==> config.mk <==
export PLATFORM = sky130hd
export DESIGN_NAME = rtcc_chain
export DESIGN_NICKNAME = d
export VERILOG_FILES = /design/src/rtcc_pkg.sv /design/src/rtcc_stage.sv /design/src/rtcc_chain.sv
export SDC_FILE = /design/constraint.sdc
export NUM_CORES = 1
export LEC_CHECK = 0
export ABC_CLOCK_PERIOD_IN_PS = 5000
export BUFFER_PORTS_ARGS = -buffer_cell sky130_fd_sc_hd__buf_2
export CAP_MARGIN = 10
export CORE_UTILIZATION = 49
export DETAILED_ROUTE_END_ITERATION = 8
export GPL_ROUTABILITY_DRIVEN = 1
export HOLD_SLACK_MARGIN = 0.12
export PLACE_DENSITY_LB_ADDON = 0.05
export SLEW_MARGIN = 25
export SYNTH_ARGS = -nofsm -noshare
export SYNTH_HDL_FRONTEND = slang
export SYNTH_HIERARCHICAL = 1
export SYNTH_SLANG_ARGS = --single-unit
==> constraint.sdc <==
create_clock -name clk -period 5 [get_ports clk]
set_clock_uncertainty 0.1 [all_clocks]
set_input_delay 0.25 -clock clk [delete_from_list [all_inputs] [get_ports clk]]
set_output_delay 0.25 -clock clk [all_outputs]
set_load 0.02 [all_outputs]
==> src/rtcc_pkg.sv <==
package rtcc_pkg;

    // Chain geometry
    localparam int PRE_W      = 16;
    localparam int ST0_W      = 10;
    localparam int ST1_W      = 6;
    localparam int ST2_W      = 6;
    localparam int ST3_W      = 10;
    localparam int CNT_W      = 32;
    localparam int N_REQ      = 5;
    localparam int DIV_A      = 32;
    localparam int DIV_B      = 8;
    localparam int SRC_SEL_W  = 2;

    // Reset values after power reset
    localparam logic [PRE_W-1:0] PRE_RST    = 16'h0000;
    localparam logic [CNT_W-1:0] CNT_RST    = 32'h0000_0000;
    localparam logic [N_REQ-1:0] REQ_RST    = 5'h00;

    // Clock source selection codes
    typedef enum logic [SRC_SEL_W-1:0] {
        RTCC_SRC_INT0 = 2'b00,
        RTCC_SRC_INT1 = 2'b01,
        RTCC_SRC_EXT0 = 2'b10,
        RTCC_SRC_EXT1 = 2'b11
    } rtcc_src_t;

    // Software write strobes with data
    typedef struct packed {
        logic             pre_wr;
        logic [PRE_W-1:0] pre_val;
        logic             high_wr;
        logic [15:0]      high_val;
        logic             low_wr;
        logic [15:0]      low_val;
    } rtcc_wr_t;

    // Reload values for every stage
    typedef struct packed {
        logic [PRE_W-1:0] pre;
        logic [ST0_W-1:0] s0;
        logic [ST1_W-1:0] s1;
        logic [ST2_W-1:0] s2;
        logic [ST3_W-1:0] s3;
    } rtcc_rel_t;

endpackage : rtcc_pkg

==> src/rtcc_stage.sv <==
`timescale 1ns/1ps
`default_nettype none
// One reloadable up-counting stage
module rtcc_stage #(
    parameter int W = 10
) (
    input  wire logic         clk,
    input  wire logic         arst_n,
    input  wire logic         cnt_en,
    input  wire logic         load,
    input  wire logic [W-1:0] load_val,
    input  wire logic [W-1:0] reload,
    output logic      [W-1:0] value,
    output logic              ovf
);
    logic [W-1:0] value_r;
    logic         at_top;

    assign at_top = &value_r;
    assign value  = value_r;
    assign ovf    = cnt_en && at_top && !load;

    // Count up, reload on overflow; software load wins
    always_ff @(posedge clk or negedge arst_n) begin
        if (!arst_n) begin
            value_r <= '0;
        end else if (load) begin
            value_r <= load_val;
        end else if (cnt_en) begin
            value_r <= at_top ? reload : value_r + W'(1);
        end
    end

    chk_stage_up: assert property (@(posedge clk) disable iff (!arst_n)
        (cnt_en && !load && !at_top) |=> value_r == $past(value_r) + W'(1))
        else $error("stage did not increment");
    chk_stage_reload: assert property (@(posedge clk) disable iff (!arst_n)
        ovf |=> value_r == $past(reload))
        else $error("stage did not reload on overflow");
endmodule : rtcc_stage
`default_nettype wire

==> src/rtcc_chain.sv <==
// Behaviour
// - Chain clock event picked from two internal or two external sources.
// - Divide-by-32 and divide-by-8 prescalers each bypassable on their own.
// - Reloadable 16-bit prescale timer feeds the counter stages.
// - 32-bit counter of 10,6,6,10-bit stages, read as high and low words.
// - Every stage counts up only.
// - Each stage can raise its own interrupt request.
// - All stage requests merge into one shared request line.
// - Only power reset clears the block; other resets leave it alone.
// - Prescale timer plus counter readable as one 48-bit up-counter.
// - Periodic tick from chain, independent of processor clock.
// - Alarm request when counter reaches a preset compare time.
`timescale 1ns/1ps
`default_nettype none
module rtcc_chain
    import rtcc_pkg::*;
#(
    parameter int N_SRC = 4
) (
    input  wire logic             clk,
    input  wire logic             arst_n,
    input  wire logic [N_SRC-1:0] src_tick,
    input  wire rtcc_src_t        src_sel,
    input  wire logic             run,
    input  wire logic             div32_on,
    input  wire logic             div8_on,
    input  wire rtcc_wr_t         wr,
    input  wire rtcc_rel_t        rel,
    input  wire logic [N_REQ-1:0] req_en,
    input  wire logic [N_REQ-1:0] req_clr,
    input  wire logic             alarm_en,
    input  wire logic             alarm_clr,
    input  wire logic [CNT_W-1:0] alarm_time,
    output logic      [15:0]      count_high_word,
    output logic      [15:0]      count_low_word,
    output logic      [PRE_W-1:0] prescale_timer,
    output logic      [47:0]      count48,
    output logic      [N_REQ-1:0] req_flags,
    output logic                  alarm_flag,
    output logic                  tick,
    output logic                  node_req
);
    logic             src_d_r;
    logic             src_edge;
    logic [4:0]       div32_r;
    logic [2:0]       div8_r;
    logic             a_out;
    logic             b_out;
    logic [N_REQ:0]   carry;
    logic [N_REQ-1:0] ovf;
    logic [CNT_W-1:0] cnt;
    logic [PRE_W-1:0] pre_v;
    logic [N_REQ-1:0] flag_r;
    logic             alarm_r;
    logic             alarm_hit;
    logic             alarm_armed_r;
    logic             tick_r;
    logic             node_r;
    logic [15:0]      high_r;
    logic [15:0]      low_r;
    logic [PRE_W-1:0] pre_r;
    logic [31:0]      hw_load;

    // Source select; inputs are enables sampled here, so edge gives one pulse
    always_ff @(posedge clk or negedge arst_n) begin
        if (!arst_n) begin
            src_d_r <= 1'b0;
        end else begin
            src_d_r <= src_tick[src_sel];
        end
    end
    assign src_edge = run && src_tick[src_sel] && !src_d_r;

    // Prescalers; bypass passes the pulse straight on
    always_ff @(posedge clk or negedge arst_n) begin
        if (!arst_n) begin
            div32_r <= 5'h00;
            div8_r  <= 3'h0;
        end else begin
            if (src_edge && div32_on) begin
                div32_r <= div32_r + 5'h01;
            end
            if (a_out && div8_on) begin
                div8_r <= div8_r + 3'h1;
            end
        end
    end
    assign a_out = div32_on ? (src_edge && &div32_r) : src_edge;
    assign b_out = div8_on ? (a_out && &div8_r) : a_out;
    assign carry[0] = b_out;

    // Word writes split over the stage fields
    assign hw_load = {wr.high_val, wr.low_val};

    // Prescale timer then the four counter stages, each fed by previous overflow
    rtcc_stage #(.W(PRE_W)) u_pre (
        .clk(clk), .arst_n(arst_n), .cnt_en(carry[0]), .load(wr.pre_wr),
        .load_val(wr.pre_val), .reload(rel.pre), .value(pre_v), .ovf(ovf[0]));
    rtcc_stage #(.W(ST0_W)) u_s0 (
        .clk(clk), .arst_n(arst_n), .cnt_en(carry[1]), .load(wr.low_wr),
        .load_val(hw_load[9:0]), .reload(rel.s0), .value(cnt[9:0]), .ovf(ovf[1]));
    rtcc_stage #(.W(ST1_W)) u_s1 (
        .clk(clk), .arst_n(arst_n), .cnt_en(carry[2]), .load(wr.low_wr),
        .load_val(hw_load[15:10]), .reload(rel.s1), .value(cnt[15:10]), .ovf(ovf[2]));
    rtcc_stage #(.W(ST2_W)) u_s2 (
        .clk(clk), .arst_n(arst_n), .cnt_en(carry[3]), .load(wr.high_wr),
        .load_val(hw_load[21:16]), .reload(rel.s2), .value(cnt[21:16]), .ovf(ovf[3]));
    rtcc_stage #(.W(ST3_W)) u_s3 (
        .clk(clk), .arst_n(arst_n), .cnt_en(carry[4]), .load(wr.high_wr),
        .load_val(hw_load[31:22]), .reload(rel.s3), .value(cnt[31:22]), .ovf(ovf[4]));
    assign carry[N_REQ:1] = ovf;

    // Sticky request flags; a new overflow beats a same-cycle clear
    genvar gi;
    generate
        for (gi = 0; gi < N_REQ; gi++) begin : g_flag
            always_ff @(posedge clk or negedge arst_n) begin
                if (!arst_n) begin
                    flag_r[gi] <= REQ_RST[gi];
                end else if (ovf[gi]) begin
                    flag_r[gi] <= 1'b1;
                end else if (req_clr[gi]) begin
                    flag_r[gi] <= 1'b0;
                end
            end
        end
    endgenerate

    // Alarm fires on arrival at the preset time; set beats a same-cycle clear
    assign alarm_hit = alarm_en && alarm_armed_r && (cnt == alarm_time);
    always_ff @(posedge clk or negedge arst_n) begin
        if (!arst_n) begin
            alarm_r <= 1'b0;
        end else if (alarm_hit) begin
            alarm_r <= 1'b1;
        end else if (alarm_clr) begin
            alarm_r <= 1'b0;
        end
    end

    // Armed only once the counter has left the alarm time, so one arrival
    // gives one alarm even while the counter stands still on that time
    always_ff @(posedge clk or negedge arst_n) begin
        if (!arst_n) begin
            alarm_armed_r <= 1'b0;
        end else if (cnt != alarm_time) begin
            alarm_armed_r <= 1'b1;
        end else if (alarm_en) begin
            alarm_armed_r <= 1'b0; // Match consumed
        end
    end

    // Tick on prescale overflow, counted only in chain events, not clk rate
    always_ff @(posedge clk or negedge arst_n) begin
        if (!arst_n) begin
            tick_r <= 1'b0;
        end else begin
            tick_r <= ovf[0];
        end
    end

    // Shared node request from enabled flags
    always_ff @(posedge clk or negedge arst_n) begin
        if (!arst_n) begin
            node_r <= 1'b0;
        end else begin
            node_r <= |(flag_r & req_en) || (alarm_r && alarm_en);
        end
    end

    // Registered views of the chain
    always_ff @(posedge clk or negedge arst_n) begin
        if (!arst_n) begin
            high_r <= CNT_RST[31:16];
            low_r  <= CNT_RST[15:0];
            pre_r  <= PRE_RST;
        end else begin
            high_r <= cnt[31:16];
            low_r  <= cnt[15:0];
            pre_r  <= pre_v;
        end
    end

    assign count_high_word = high_r;
    assign count_low_word  = low_r;
    assign prescale_timer  = pre_r;
    assign count48         = {high_r, low_r, pre_r};
    assign req_flags       = flag_r;
    assign alarm_flag      = alarm_r;
    assign tick            = tick_r;
    assign node_req        = node_r;

    chk_node_merge: assert property (@(posedge clk) disable iff (!arst_n)
        (|(flag_r & req_en)) |=> node_r)
        else $error("enabled flag not merged into node request");
    chk_flag_set: assert property (@(posedge clk) disable iff (!arst_n)
        ovf[0] |=> flag_r[0])
        else $error("prescale overflow did not set flag");
    chk_pre_carry: assert property (@(posedge clk) disable iff (!arst_n)
        ovf[1] |-> ovf[0])
        else $error("stage counted without carry");
    chk_div_step: assert property (@(posedge clk) disable iff (!arst_n)
        (div32_on && src_edge) |=> div32_r == $past(div32_r) + 5'h01)
        else $error("divide-by-32 prescaler did not step");
    chk_alarm_set: assert property (@(posedge clk) disable iff (!arst_n)
        alarm_hit |=> alarm_r)
        else $error("alarm flag not set on arrival");
    chk_flag_clear: assert property (@(posedge clk) disable iff (!arst_n)
        (req_clr[1] && !ovf[1]) |=> !flag_r[1])
        else $error("stage flag not cleared");
    chk_tick_follow: assert property (@(posedge clk) disable iff (!arst_n)
        ovf[0] |=> tick_r)
        else $error("tick missing after prescale overflow");
    chk_view_high: assert property (@(posedge clk) disable iff (!arst_n)
        1'b1 |=> high_r == $past(cnt[31:16]))
        else $error("high word view stale");
    chk_alarm_clear: assert property (@(posedge clk) disable iff (!arst_n)
        (alarm_clr && !alarm_en) |=> !alarm_r)
        else $error("alarm flag not cleared");
    chk_count48: assert property (@(posedge clk) disable iff (!arst_n)
        1'b1 |=> count48 == {$past(cnt), $past(pre_v)})
        else $error("48-bit view misaligned");
endmodule : rtcc_chain
`default_nettype wire

==> results by group <==
Yosys
  • EDFF count, synth: 0
  • Largest family of logic cells by synthesized area: simple AND/OR/NAND/NOR gates
  • Avg Cell Area, Syn: 10.0 um2
  • Synth Warn #: 6
  • Count leader, synth: dfrtp_1
  • Main area contributors after synthesis: dfrtp_1 46%, xnor2_1 6.3%, buf_4 5.8%
  • Synthesized-area fraction occupied by adder cells: 1.81%
  • Post-synthesis simple-gate area fraction: 20.7%
  • XOR/XNOR Fraction of Synth Area: 7.45%
  • Yosys top cell area share: 45.8%
  • Compound-Gate Fraction of Synth Area: 13.0%
  • Synth area leader: dfrtp_1
  • Library cells used by synthesis: 60
  • Synth Flop Type: dfrtp_1
  • Synth Net Count: 783
  • Post-synthesis cell count: 620
  • Synthesis-stage register bit count: 114
  • Sequential-to-total area share from yosys stat: 45.8%
  • Fraction of registers with async set/reset: 100%
  • Commonest cells post-synth: 114 x dfrtp_1, 58 x a21oi_1, 48 x buf_4, 45 x xnor2_1, 43 x nor2_1
  • Post-synthesis mux area share: 3.49%
  • Post-Syn Area: 6230 um2

Clocking
  • Clk slew on worst S/H paths: 0.05 ns
  • # clock sinks: 114
  • Htree depth: 4
  • CTS Buf Count: 17
  • Post-CTS setup buffer count: 0
  • CTS tree: yes
  • CTS root buf: clkbuf_16
  • Max Buffers Root-to-Sink: 2
  • Worst-Skew Late Latency: 0.41 ns

Drt
  • Via density: 5.39
  • Routed WL per cell: 16.7 um
  • Post-route ant nets: 0
  • Drt pass-1 iters: 6
  • Vias: 6,020
  • WL final: 18,700 um
  • Drt initial violations: 422
  • DRC Markers: 0

Hold path
  • Hold WC Path Type: in2reg
  • Worst hold stages: 3
  • Hold Path Origin: rel[10]
  • Hold endpoint: u_s2/value[0]

Timing
  • Final hold vios: 0
  • Max_slew headroom: 40.6%
  • Worst slew pin tran: 0.890 ns
  • Final setup vio count: 0
  • Final min period: 4.67 ns
  • Final slew viol count: 0
  • Setup_tns: 0 ns
  • FMAX: 214 MHz
  • RSZ-0062 raised after global routing: no
  • Final period util: 93.4%

Global route
  • Initial antenna violation count: 1
  • Overall routing resource usage: 29.2%
  • Vias in the first global route: 5,775
  • First-pass GRT wire length: 29,000 um
  • Largest net degree at the start of global routing: 70
  • Total gr overflow: 0

Pwr
  • LEAKAGE: 4.17 nW
  • Worst IR Drop VDD: 0.223 mV
  • Power per cell area: 318 nW/um2

Die
  • Die area: 13,200 um2
  • Starting Density: 51.0%
  • Site Rows: 40
  • Die Width: 115 um
  • Ports: 258
  • Die Y: 115 um
  • CORE AREA: 12,200 um2

Setup path
  • Type of the worst setup path: reg2reg
  • Setup slack, reg-to-reg: 0.33 ns
  • Max FO, Critical Path: 15
  • R2R depth: 18
  • Worst Path Required: 5.19 ns
  • Worst r2r src: u_pre/value[0]
  • CP startpoint kind: flop
  • Worst Setup End Kind: flop
  • R2R Path End: u_s3/value[4]
  • CP arrival: 4.86 ns

Placement
  • Port Buffers: 257
  • Area post-placement: 7320 um2
  • Routability cong.: 0.888
  • Final HPWL DP: 13,100 um

Final layout
  • Fill cell count: 940
  • Nets@finish: 1,099
  • Layout area overhead: 42.6%
  • Design area: 8890 um2
  • Share of layout cells above drive strength 1: 34.9%

Run status
  • Status: completed

Job
  • Max-Cap Viols: 0
[logic make-up after synthesis]
logic type               count (synthesis)
XOR/XNOR                                53
flip-flops                             114
buffers and inverters                   74
multiplexers                            18
AND/OR/NAND/NOR                        222
AO/OA/AOI/OAI                          130
adder cells (fa/ha/maj)                  9
[metrics by stage]
| stage | instances | setup slack, ns | total power (W) | util, % | hold slack (ns) |
|---|---|---|---|---|---|
| floorplan | 620 | 1.21 | 0.00147 | - | -0.146 |
| global route | 1117 | 0.0389 | 0.00295 | 72.8 | 0.144 |
| detailed placement | 984 | 0.667 | 0.00165 | 59.9 | 0.329 |
| CTS | 1116 | 0.108 | 0.00283 | 72.6 | 0.120 |
| finish | 1117 | 0.332 | 0.00282 | 72.8 | 0.128 |
| global placement | 984 | 0.832 | 0.00164 | 59.9 | 0.311 |
[layer usage]
layer | vias to the layer above | track usage, % | wire length [um]
li1 | 2831 | - | -
met1 | 2869 | 39.1 | 8010
met4 | 0 | 12.3 | 429
met2 | 278 | 47.2 | 9010
met5 | - | 0 | 0
met3 | 42 | 5.17 | 1220
[layout by cell type (no fill, tap or decap), drive strengths merged, types with 5 or more instances in the layout]
master,count
buf,263
dfrtp,114
dlygate4sd3,101
a21oi,60
xnor2,45
nor2,44
nand3,39
nand2,30
o21ai,30
nor3b,26
clkbuf,25
nand4,19
nor3,15
ha,9
mux2i,9
nor4,9
and4,9
xor2,8
nor2b,8
nand2b,8
mux2,8
o31ai,8
and3,7
inv,7
a21o,5
clkinv,5
a31oi,5
[how the worst max path moves through the flow]
| stage | depth (start not counted) | to | startpoint |
|---|---|---|---|
| floorplan | 21 | u_s3/value[4] | div32_r[0] |
| global route | 23 | u_s3/value[4] | div32_r[0] |
| finish | 18 | u_s3/value[4] | u_pre/value[0] |
| CTS | 23 | u_s3/value[4] | div32_r[0] |
| detailed placement | 22 | u_s3/value[4] | div32_r[0] |
| global placement | 21 | u_s3/value[4] | src_sel[0] |
[sequential cells by signal, indices dropped and copies added, names as in the netlist]
name and count:
u_s0/value 10, node_req 1, u_s1/value 6, count_low_word 16
alarm_flag 1, u_s3/value 10, u_pre/value 16, prescale_timer 16
tick 1, src_d_r 1, div32_r 5, alarm_armed_r 1
div8_r 3, u_s2/value 6, req_flags 5, count_high_word 16
[report_power, final]
group | switching (W) | internal, W | leakage [nW]
Clock | 0.000388 | 0.000713 | 0.271
Combinational | 0.000292 | 0.000289 | 2.50
Sequential | 0.000120 | 0.00102 | 1.40
Total | 0.000799 | 0.00202 | 4.17
[what timing repair did]
| item | in CTS | in global routing |
|---|---|---|
| setup endpoints to repair | 0 | 6 |
| hold buffers | 101 | 0 |
| resized for setup | 0 | 5 |
| hold endpoints to repair | 131 | 0 |
[final cells by class]
type | instances | area [um2] | share of cell area [%]
Antenna cell | 1 | 2.50 | 0.0282
Clock buffer | 25 | 485 | 5.46
Clock inverter | 6 | 55.1 | 0.620
Inverter | 7 | 26.3 | 0.296
Multi-Input combinational cell | 432 | 2910 | 32.7
Sequential cell | 114 | 2850 | 32.1
Tap cell | 168 | 210 | 2.37
Timing Repair Buffer | 364 | 2350 | 26.4
[worst max-delay path: stages (launching register included)]
cell and delay [ns]:
dfrtp_1 0.48, ha_1 0.34, nand3_1 0.26, or4_1 0.53
nor2_1 0.12, buf_4 0.23, nand2b_1 0.16, nor2_1 0.17
nand2b_1 0.18, nor2_2 0.16, buf_4 0.18, nand2b_1 0.15
nor2_1 0.12, buf_4 0.21, nor2b_4 0.24, o21ai_0 0.11
a21oi_1 0.18, nor2_1 0.07, dlygate4sd3_1 0.57
Power figures use the tool's default switching activity.
